[src/verilog/can_mode_defines.svh]
// Register map, field positions, codes and reset values of the CAN mode control block
`ifndef CAN_MODE_DEFINES_SVH
`define CAN_MODE_DEFINES_SVH

`define CMC_ADDR_W        16
`define CMC_DATA_W        16
`define CMC_CTRL_ADDR     16'hFF90
`define CMC_RESET_VALUE   16'h0000
`define CMC_READ_IDLE     16'h0000

`define CMC_OPM_LSB       0
`define CMC_OPM_MSB       2
`define CMC_PSM_LSB       3
`define CMC_PSM_MSB       4
`define CMC_VALID_BIT     5
`define CMC_AL_BIT        6
`define CMC_ERR_COUNT_CLEAR_REQ_BIT     7
`define CMC_TX_ACTIVE_FLAG_BIT     8
`define CMC_RX_ACTIVE_FLAG_BIT     9
`define CMC_SET_OFS       8

`define CMC_OPM_INIT      3'h0
`define CMC_OPM_NORMAL    3'h1
`define CMC_OPM_ABT       3'h2
`define CMC_OPM_RXONLY    3'h3
`define CMC_OPM_SSHOT     3'h4
`define CMC_OPM_SELFTEST  3'h5

`define CMC_PSM_NONE      2'h0
`define CMC_PSM_SLEEP     2'h1
`define CMC_PSM_BAD       2'h2
`define CMC_PSM_STOP      2'h3

`endif

[src/verilog/can_mode_pkg.sv]
// Types shared by the CAN mode control block
package can_mode_pkg;
  typedef logic [2:0]  op_mode_t;
  typedef logic [1:0]  ps_mode_t;
  typedef logic [15:0] cmc_word_t;
endpackage : can_mode_pkg

[src/verilog/can_mode_control_status.sv]
// CAN mode control and status register with mode sequencing
// Operation
// - Rx busy set on rx SOF or arbitration loss
// - Rx busy cleared at IFS bit2 or init
// - Tx busy set on tx SOF or error flag
// - Tx busy cleared: bus-off, arb loss, IFS, init
// - Clear request in init resets error counters
// - Clear request drops itself after counters cleared
// - Clear request settable only in init mode
// - Sleep/stop freeze op mode and clear request
// - Arbitration-loss retry bit acts in single-shot only
// - Valid flag set by any valid frame
// - Receive-only mode never drives acknowledge
// - Power-save codes 00 none, 01 sleep, 11 stop
// - Stop entered and left only via sleep
// - Sleep request pends until bus idle
// - Op mode codes 000 to 101 defined, 110 and 111 accepted too
// - Clear request set only when set and clear
// - Set/clear pairs drive retry, power, op bits
// - Valid clear bit one clears the flag
// - Sixteen-bit register, resets to all zeros
`include "can_mode_defines.svh"
`timescale 1ns/1ns
`default_nettype none

module can_mode_control_status
  import can_mode_pkg::*;
(
  input  wire logic                    i_clk_sys,           // System clock, 100 MHz
  input  wire logic                    i_srst,              // Synchronous reset, active high
  input  wire logic [`CMC_ADDR_W-1:0]  i_addr,              // Register address
  input  wire logic [`CMC_DATA_W-1:0]  i_wdata,             // Write data
  input  wire logic                    i_wr,                // Write strobe
  input  wire logic                    i_rd,                // Read strobe
  output logic      [`CMC_DATA_W-1:0]  o_rdata,             // Read data, cycle after read strobe
  input  wire logic                    i_rx_sof,            // SOF of a receive frame seen
  input  wire logic                    i_tx_sof,            // SOF of a transmit frame seen
  input  wire logic                    i_arb_lost,          // Arbitration lost during transmit
  input  wire logic                    i_tx_err_flag,       // First error flag bit in transmit frame
  input  wire logic                    i_bus_off_enter,     // Entering bus-off state
  input  wire logic                    i_ifs_bit1,          // First interframe-space bit
  input  wire logic                    i_ifs_bit2_rec,      // Recessive at second IFS bit
  input  wire logic                    i_bus_idle,          // Bus is idle
  input  wire logic                    i_valid_frame,       // Valid frame received
  output logic      [2:0]              o_op_mode,           // Operation mode in effect
  output logic      [1:0]              o_power_save,        // Power-save mode in effect
  output logic                         o_err_count_clear,   // Reset error counter and state info
  output logic                         o_arb_retry_en,      // Retry after arbitration loss
  output logic                         o_ack_enable         // Acknowledge bits may be driven
);

  // Set/clear pair update of one control bit
  function automatic logic setclr(input logic cur, input logic set_b, input logic clr_b);
    logic res;
    res = cur;
    if (set_b && !clr_b)
      res = 1'b1;
    else if (!set_b && clr_b)
      res = 1'b0;
    return res;
  endfunction : setclr

  op_mode_t  op_req_q;         // Requested operation mode
  op_mode_t  op_mode_q;        // Operation mode in effect
  ps_mode_t  ps_req_q;         // Requested power-save mode
  ps_mode_t  ps_mode_q;        // Power-save mode in effect
  logic      err_count_clear_req_q;          // Error counter clear request
  logic      al_q;             // Retry after arbitration loss
  logic      valid_q;          // Valid frame seen
  logic      rx_busy_q;        // Reception in progress
  logic      tx_busy_q;        // Transmission in progress
  logic      [`CMC_DATA_W-1:0] rdata_q;

  logic      wr_hit;
  logic      rd_hit;
  logic      [7:0] set_b;
  logic      [7:0] clr_b;
  logic      in_init;
  logic      in_pwr_save;
  logic      init_at_ifs;
  op_mode_t  op_req_d;
  ps_mode_t  ps_req_d;
  logic      err_count_clear_req_set;
  cmc_word_t status_word;

  // Address decode; the upper byte carries set bits, the lower byte clear bits
  assign wr_hit      = i_wr && (i_addr == `CMC_CTRL_ADDR);
  assign rd_hit      = i_rd && (i_addr == `CMC_CTRL_ADDR);
  assign set_b       = i_wdata[`CMC_DATA_W-1:`CMC_SET_OFS];
  assign clr_b       = i_wdata[`CMC_SET_OFS-1:0];
  assign in_init     = (op_mode_q == `CMC_OPM_INIT);
  assign in_pwr_save = (ps_mode_q == `CMC_PSM_SLEEP) || (ps_mode_q == `CMC_PSM_STOP);
  // Pending init request that takes effect at the first IFS bit
  assign init_at_ifs = (op_req_q == `CMC_OPM_INIT) && !in_init && i_ifs_bit1;

  // Next requested op mode; frozen while a power-save mode holds
  always_comb
  begin
    op_req_d = op_req_q;
    if (wr_hit && !in_pwr_save)
    begin
      for (int i = `CMC_OPM_LSB; i <= `CMC_OPM_MSB; i++)
        op_req_d[i] = setclr(op_req_q[i], set_b[i], clr_b[i]);
    end
  end

  // Next requested power-save mode; illegal or direct stop moves are dropped
  always_comb
  begin
    ps_req_d = ps_req_q;
    if (wr_hit)
    begin
      ps_req_d[0] = setclr(ps_req_q[0], set_b[`CMC_PSM_LSB], clr_b[`CMC_PSM_LSB]);
      ps_req_d[1] = setclr(ps_req_q[1], set_b[`CMC_PSM_MSB], clr_b[`CMC_PSM_MSB]);
      if (ps_req_d == `CMC_PSM_BAD)
        ps_req_d = ps_req_q;
      else if (ps_req_d == `CMC_PSM_STOP && ps_mode_q != `CMC_PSM_SLEEP && ps_mode_q != `CMC_PSM_STOP)
        ps_req_d = ps_req_q;
      else if (ps_mode_q == `CMC_PSM_STOP && ps_req_d == `CMC_PSM_NONE)
        ps_req_d = ps_req_q;
    end
  end

  // Clear request accepted only with both pair bits, in init, outside power save
  assign err_count_clear_req_set = wr_hit && set_b[`CMC_ERR_COUNT_CLEAR_REQ_BIT] && clr_b[`CMC_ERR_COUNT_CLEAR_REQ_BIT]
                     && in_init && !in_pwr_save;

  // Requested op mode register
  always_ff @(posedge i_clk_sys)
  begin
    if (i_srst)
      op_req_q <= `CMC_OPM_INIT;
    else
      op_req_q <= op_req_d;
  end

  // Effective op mode; init waits for a frame boundary, leaving init waits for the counter clear
  always_ff @(posedge i_clk_sys)
  begin
    if (i_srst)
      op_mode_q <= `CMC_OPM_INIT;
    else if (op_req_q != op_mode_q)
    begin
      if (op_req_q == `CMC_OPM_INIT)
      begin
        if (i_ifs_bit1 || i_bus_idle)
          op_mode_q <= op_req_q;
      end
      else if (!in_init || !err_count_clear_req_q)
        op_mode_q <= op_req_q;
    end
  end

  // Requested power-save mode register
  always_ff @(posedge i_clk_sys)
  begin
    if (i_srst)
      ps_req_q <= `CMC_PSM_NONE;
    else
      ps_req_q <= ps_req_d;
  end

  // Effective power-save mode; sleep entry pends for bus idle, other steps are direct
  always_ff @(posedge i_clk_sys)
  begin
    if (i_srst)
      ps_mode_q <= `CMC_PSM_NONE;
    else if (ps_req_q != ps_mode_q)
    begin
      if (ps_mode_q == `CMC_PSM_NONE)
      begin
        if (ps_req_q == `CMC_PSM_SLEEP && i_bus_idle)
          ps_mode_q <= `CMC_PSM_SLEEP;
      end
      else if (ps_mode_q == `CMC_PSM_SLEEP)
        ps_mode_q <= ps_req_q;
      else if (ps_req_q == `CMC_PSM_SLEEP)
        ps_mode_q <= `CMC_PSM_SLEEP;
    end
  end

  // Clear request; a new set wins over the automatic drop
  always_ff @(posedge i_clk_sys)
  begin
    if (i_srst)
      err_count_clear_req_q <= 1'b0;
    else if (err_count_clear_req_set)
      err_count_clear_req_q <= 1'b1;
    else if (err_count_clear_req_q && in_init)
      err_count_clear_req_q <= 1'b0;
  end

  // Counters are cleared in the cycle the request stands in init
  assign o_err_count_clear = err_count_clear_req_q && in_init;

  // Retry policy bit
  always_ff @(posedge i_clk_sys)
  begin
    if (i_srst)
      al_q <= 1'b0;
    else if (wr_hit)
      al_q <= setclr(al_q, set_b[`CMC_AL_BIT], clr_b[`CMC_AL_BIT]);
  end

  // Outside single-shot mode frames are always retried
  assign o_arb_retry_en = (op_mode_q == `CMC_OPM_SSHOT) ? al_q : 1'b1;

  // Valid flag; a frame in the clearing cycle still sets it
  always_ff @(posedge i_clk_sys)
  begin
    if (i_srst)
      valid_q <= 1'b0;
    else if (i_valid_frame)
      valid_q <= 1'b1;
    else if (wr_hit && clr_b[`CMC_VALID_BIT])
      valid_q <= 1'b0;
  end

  // Reception status
  always_ff @(posedge i_clk_sys)
  begin
    if (i_srst)
      rx_busy_q <= 1'b0;
    else if (i_rx_sof || i_arb_lost)
      rx_busy_q <= 1'b1;
    else if (i_ifs_bit2_rec || init_at_ifs)
      rx_busy_q <= 1'b0;
  end

  // Transmission status; arbitration loss hands the frame over to reception
  always_ff @(posedge i_clk_sys)
  begin
    if (i_srst)
      tx_busy_q <= 1'b0;
    else if (i_bus_off_enter || i_arb_lost)
      tx_busy_q <= 1'b0;
    else if (i_tx_sof || i_tx_err_flag)
      tx_busy_q <= 1'b1;
    else if (i_ifs_bit2_rec || init_at_ifs)
      tx_busy_q <= 1'b0;
  end

  // Acknowledge is suppressed in receive-only mode and while not operating
  assign o_ack_enable = (op_mode_q != `CMC_OPM_RXONLY) && !in_init;

  // Read view: effective modes, upper bits zero
  always_comb
  begin
    status_word                                = `CMC_READ_IDLE;
    status_word[`CMC_OPM_MSB:`CMC_OPM_LSB]     = op_mode_q;
    status_word[`CMC_PSM_MSB:`CMC_PSM_LSB]     = ps_mode_q;
    status_word[`CMC_VALID_BIT]                = valid_q;
    status_word[`CMC_AL_BIT]                   = al_q;
    status_word[`CMC_ERR_COUNT_CLEAR_REQ_BIT]                = err_count_clear_req_q;
    status_word[`CMC_TX_ACTIVE_FLAG_BIT]                = tx_busy_q;
    status_word[`CMC_RX_ACTIVE_FLAG_BIT]                = rx_busy_q;
  end

  // Read data stands only in the cycle after the strobe; unmapped reads return zero
  always_ff @(posedge i_clk_sys)
  begin
    if (i_srst)
      rdata_q <= `CMC_RESET_VALUE;
    else if (rd_hit)
      rdata_q <= status_word;
    else
      rdata_q <= `CMC_READ_IDLE;
  end

  assign o_rdata      = rdata_q;
  assign o_op_mode    = op_mode_q;
  assign o_power_save = ps_mode_q;
endmodule : can_mode_control_status

`default_nettype wire

[config.mk]
export PLATFORM = sky130hd
export DESIGN_NAME = can_mode_control_status
export DESIGN_NICKNAME = d
export VERILOG_FILES = /design/src/verilog/can_mode_pkg.sv /design/src/verilog/can_mode_control_status.sv
export VERILOG_INCLUDE_DIRS = /design/src /design/src/verilog
export SDC_FILE = /design/constraint.sdc
export NUM_CORES = 1
export LEC_CHECK = 0
export BUFFER_PORTS_ARGS = -buffer_cell sky130_fd_sc_hd__buf_2
export CORE_ASPECT_RATIO = 0.8
export CORE_MARGIN = 5
export CORE_UTILIZATION = 39
export DETAILED_ROUTE_END_ITERATION = 16
export GPL_ROUTABILITY_DRIVEN = 0
export PLACE_DENSITY = 0.79
export SLEW_MARGIN = 30
export SYNTH_ARGS = -nofsm -noshare
export SYNTH_HDL_FRONTEND = slang
export SYNTH_SLANG_ARGS = --single-unit
[constraint.sdc]
create_clock -name i_clk_sys -period 2.4 [get_ports i_clk_sys]
set_input_delay 0.48 -clock i_clk_sys [delete_from_list [all_inputs] [get_ports i_clk_sys]]
set_output_delay 0.48 -clock i_clk_sys [all_outputs]
set_load 0.005 [all_outputs]
==> run metrics, run 1 <==
die area about 0.0045 mm^2; die width 73.4 um; antenna violation net count after detailed routing 0; clk sinks 25; port bufs a little over 60; Post-synth EDFFs 0; first-pass GRT wire length about 4500 um; Setup CP Type in -> reg; largest net degree at the start of global routing 23; post-synth top area cell dfxtp_1; Min Hold Slack 0.373 ns; Placed Instance Area between 0.0015 and 0.002 mm^2; Worst setup SP type input port; end of the worst hold path tx_busy_q$_SDFFE_PP0P_; HPWL Detailed between 2000 and 2500 um; Remaining Overflow, GRT 0; max-slew violations 0; Max Cap Viol 0; slowest CP cell or4_4; cts bufs inserted 3; Synth-to-Final Area Change 29.9%; Yosys warnings 0; Achievable Freq ~0.48 GHz; ANT cells 0; total routed wirelength ~2900 um; power per cell area around 460 mW/mm^2; Initial Util 40.6%; Final setup viols 0; worst hold path cell count 2; top_reg_cell synth dfxtp_1; design area approximately 0.0016 mm^2; initial antenna violation count 0; Synth top area share about 40%; register bit count reported by yosys 25; share of cells above drive strength 1 between 30% and 40%; Final Non-Filler Cells 240; # H-tree levels 1; First-pass DRT Iterations 4; clk_lat worst skew about 0.27 ns; R2R depth 4; # resized after CTS 0; # rows 18; Setup Buffers After CTS 0; Slew headroom between 50% and 60%; setup_tns 0 ns; Inst Count DP 236; Mapped Cells ~140; RSZ-0062 raised after global routing false; Hold Crit Start i_bus_off_enter; R2R setup slack slightly below 0.8 ns; Post-synth top cells 25 x dfxtp_1, 12 x and2_1, 12 x nand2b_1, 10 x inv_1, 8 x nor3_1; Synth async-reset ratio 0%; Clock Skew about 0.0015 ns; WL/cell between 10 and 15 um; top-count cell post-synth dfxtp_1; Starting DRT DRC Count 61; Final Util 52.7%; Max Fanout on Critical Path 8; Tcrit/Tclk final 87.2%; # nets final 250; Worst IR Drop VDD 214 uV; hold buffer count at CTS 0; Yosys cell types 36; r2r endpoint o_op_mode[2]$_SDFFE_PP0P_; register area share after synthesis roughly 40%; leakage dissipation ~0.78 nW; Syn Std Cell Area ~0.0013 mm^2; ranking of synthesized cells by area dfxtp_1 40%, and2_1 6.0%, nand2b_1 6.0%, mux2i_1 4.8%, ha_1 4.0%; CTS root buffer clkbuf_8; drt drc 0; Worst EP arrival ~2.3 ns; CP peak stage delay around 0.6 ns; status completed; via/cell ratio ~4.8; Bufs on Longest Clock Path 2; WP data required ~2.6 ns; worst-margin pin slew between 0.6 and 0.7 ns; # IOs 69; clock-pin slew on the worst setup and hold paths approximately 0.09 ns; CTS tree built; fillers 290; Avg Inst Size Synth between 9 and 10 um^2; Die H roughly 60 um; vias in the first global route about 1,000; post-layout minimum cycle time around 2.1 ns; vias after detailed routing approximately 1,100; Core ar. 0.00309 mm^2; Worst setup EP type flop; crit-path cells buf_2 -> or4b_1 -> or4_4 -> a211oi_1 -> mux2_2; gr usage total between 10% and 20%; R2R Path Start o_op_mode[1]$_SDFFE_PP0P_; Final Hold Fails 0; Min-Delay Path Class in -> reg
-- registers in the layout (all words and copies together), names as in the netlist, 2 cells and up --
| name | count |
|---|---|
| op_req_q | 3 |
| o_power_save | 2 |
| o_rdata | 10 |
| o_op_mode | 3 |
| ps_req_q | 2 |
-- cells by family after synthesis --
group                    count (synthesis)  synth area share (%)
multiplexers                             7                  5.69
other                                    1                 0.299
XOR/XNOR                                 4                  2.80
buffers and inverters                   19                  8.09
AND/OR/NAND/NOR                         59                  28.8
adder cells (fa/ha/maj)                  4                  4.00
AO/OA/AOI/OAI                           18                  10.4
flip-flops                              25                  40.0
-- cells in the final DEF, fill, tap and decap left out, types with 2 or more instances in the layout --
master / instances
a211oi_1: 4
or3_1: 3
dfxtp_1: 25
buf_4: 2
buf_2: 61
nor2b_1: 4
nor4_1: 2
nand2_1: 3
nand4_1: 2
nand2b_1: 12
nor3_1: 8
a21oi_1: 3
or4b_1: 2
o21ai_0: 2
mux2i_1: 6
clkbuf_8: 3
conb_1: 6
and2_1: 12
inv_1: 10
nor2_1: 5
o31ai_1: 2
xor2_1: 3
ha_1: 4
a31oi_1: 2
nand3_1: 2
-- metrics by stage --
step                      total power (W)  setup WS (ns)
final                            0.000746          0.307
after global routing             0.000778          0.173
after CTS                        0.000752          0.297
after detailed placement         0.000501      -0.000582
after global placement           0.000500         0.0280
after floorplan                  0.000465         0.0778
-- worst max-delay path by stage --
| stage | start | endpoint | slack [ns] | depth (start not counted) |
|---|---|---|---|---|
| finish | i_addr[1] | ps_req_q[1]$_SDFFE_PP0P_ | 0.31 | 5 |
| global route | i_addr[1] | op_req_q[0]$_SDFFE_PP0P_ | 0.17 | 6 |
| CTS | i_addr[1] | ps_req_q[1]$_SDFFE_PP0P_ | 0.30 | 5 |
| detailed placement | i_addr[1] | ps_req_q[1]$_SDFFE_PP0P_ | -0.0006 | 5 |
| global placement | i_addr[1] | ps_req_q[1]$_SDFFE_PP0P_ | 0.03 | 5 |
| floorplan | i_addr[1] | ps_req_q[1]$_SDFFE_PP0P_ | 0.08 | 5 |
-- power by group --
part	internal, W	leakage [nW]	switching, W
combinational	0.0000391	0.555	0.0000328
sequential	0.000418	0.202	0.00000148
clock	0.000118	0.0217	0.000137
-- per-layer routing --
metal,vias to the layer above,global-route usage [%],share of wire [%],wire (um)
li1,592,-,-,-
met1,490,17.9,45,1310
met2,57,20.6,42,1200
met3,6,3.64,12,343
met4,0,3.88,1.1,33
met5,-,0,0,0
-- critical path, delay by kind of cell --
| kind | cells | cell delay (ns) |
|---|---|---|
| simple gates | 2 | 1.12 |
| mux | 1 | 0.36 |
| compound gates | 1 | 0.21 |
| buf+inv | 1 | 0.09 |
-- area by class of cell --
type | instances | area (um^2) | share of cell area, %
clock buffer | 3 | 41.3 | 2.54
sequential | 25 | 500 | 30.8
tap | 40 | 50.0 | 3.08
inverter | 10 | 37.5 | 2.31
clock inverter | 1 | 7.51 | 0.462
timing repair buffer | 63 | 320 | 19.7
multi-input combinational | 98 | 669 | 41.2
Power figures use the tool's default switching activity.
==> run 2: changes to the inputs <==
- CORE_MARGIN: 5 -> 3
==> run metrics, run 2 (synthesized netlist as in run 1, its figures left out) <==
status completed; vias after detailed routing ~1,200; slowest CP cell or4_4; worst-margin pin slew 0.619 ns; Bufs on Longest Clock Path 2; ANT cells 0; share of cells above drive strength 1 35.5%; die area around 0.0039 mm^2; Worst setup EP type flop; max reg flops 10; hold buffer count at CTS 0; worst hold path cell count 2; Initial Util 43.0%; # nets final 250; Remaining Overflow, GRT 0; # IOs 69; initial antenna violation count 0; CTS tree built; # rows 17; power per cell area 451 mW/mm^2; WP data required 2.55 ns; r2r endpoint o_op_mode[2]$_SDFFE_PP0P_; first-pass GRT wire length around 4400 um; Final Util between 50% and 60%; Setup CP Type in -> reg; Worst setup SP type input port; clk sinks 25; RSZ-0062 raised after global routing false; HPWL Detailed 2210 um; fillers about 260; cts bufs inserted 3; Inst Count DP between 200 and 250; drt drc 0; Final Hold Fails 0; CP Launch Point i_addr[1]; R2R depth 4; clk_lat worst skew around 0.26 ns; R2R setup slack about 0.75 ns; end of the worst hold path tx_busy_q$_SDFFE_PP0P_; Setup Buffers After CTS 0; Worst EP arrival about 2.3 ns; Max Fanout on Critical Path 9; # H-tree levels 1; R2R Path Start o_op_mode[1]$_SDFFE_PP0P_; crit-path cells buf_2 -> or4b_1 -> or4_4 -> a211oi_1 -> mux2_2; gr usage total 13.7%; Max Cap Viol 0; Achievable Freq 0.473 GHz; max-slew violations 0; clock-pin slew on the worst setup and hold paths around 0.080 ns; commonest non-fill, non-tap cells in the layout 61 x buf_2, 25 x dfxtp_1, 12 x and2_1, 12 x nand2b_1, 10 x inv_1; Synth-to-Final Area Change 29.4%; leakage dissipation roughly 0.8 nW; Min-Delay Path Class in -> reg; Final setup viols 0; dpl ws 0.00953 ns; Worst IR Drop VDD about 190 uV; largest net degree at the start of global routing 23; Clock Skew around 0.0015 ns; WL/cell 11.3 um; Hold Crit Start i_bus_off_enter; port bufs 61; Die H ~57 um; CTS root buffer clkbuf_8; final worst slack approximately 0.29 ns; post-layout minimum cycle time roughly 2.1 ns; Tcrit/Tclk final between 80% and 90%; Starting DRT DRC Count 73; CP peak stage delay 0.61 ns; Slew headroom between 50% and 60%; Pwr Total between 0.0007 and 0.0008 W; die width about 70 um; Core ar. 0.00291 mm^2; setup_tns 0 ns; most common cell after layout, fill and taps aside buf_2; # resized after CTS 0; vias in the first global route around 1,000; Final Non-Filler Cells between 200 and 250; via/cell ratio roughly 4.9; total routed wirelength 2690 um; antenna violation net count after detailed routing 0; First-pass DRT Iterations 4
## run 2: worst max-delay path, delay by kind of cell
family                 cells  cell delay (ns)
AND/OR/NAND/NOR            2             1.11
AO/OA/AOI/OAI              1             0.22
buffers and inverters      1             0.09
multiplexers               1             0.36
## run 2: where the power goes
| group | total (W) | switching, W | leakage, nW | internal, W |
|---|---|---|---|---|
| registers | 0.000419 | 0.00000152 | 0.202 | 0.000418 |
| clock network | 0.000241 | 0.000123 | 0.0228 | 0.000118 |
| logic | 0.0000701 | 0.0000312 | 0.555 | 0.0000389 |
| total | 0.000730 | 0.000155 | 0.780 | 0.000575 |
## run 2: routing by layer
layer	part of all wire, %	global-route usage (%)
met3	12	5.90
met5	0	0
met1	46	17.9
met2	42	21.1
met4	0.45	2.51
## run 2: final cells by class
type	count	area [um^2]	area share (%)
Clock buffer	4	45.0	2.78
Inverter	10	37.5	2.32
Sequential cell	25	500	30.9
Multi-Input combinational cell	98	669	41.3
Timing Repair Buffer	63	320	19.8
Tap cell	38	47.5	2.93
## run 2: worst max path at each step
stage                          endpoint  slack (ns)  cells after the start
5_1_grt        op_req_q[1]$_SDFFE_PP0P_        0.19                      6
3_3_place_gp   ps_req_q[1]$_SDFFE_PP0P_        0.02                      5
2_1_floorplan  ps_req_q[1]$_SDFFE_PP0P_        0.08                      5
4_1_cts        ps_req_q[1]$_SDFFE_PP0P_        0.29                      5
6_report       ps_req_q[1]$_SDFFE_PP0P_        0.29                      5
3_5_place_dp   ps_req_q[1]$_SDFFE_PP0P_        0.01                      5
## run 2: metrics by stage
stage,area (um^2),hold slack [ns]
floorplan,1270,0.431
global placement,1580,0.436
detailed placement,1580,0.439
CTS,1620,0.368
global route,1620,0.367
finish,1620,0.374
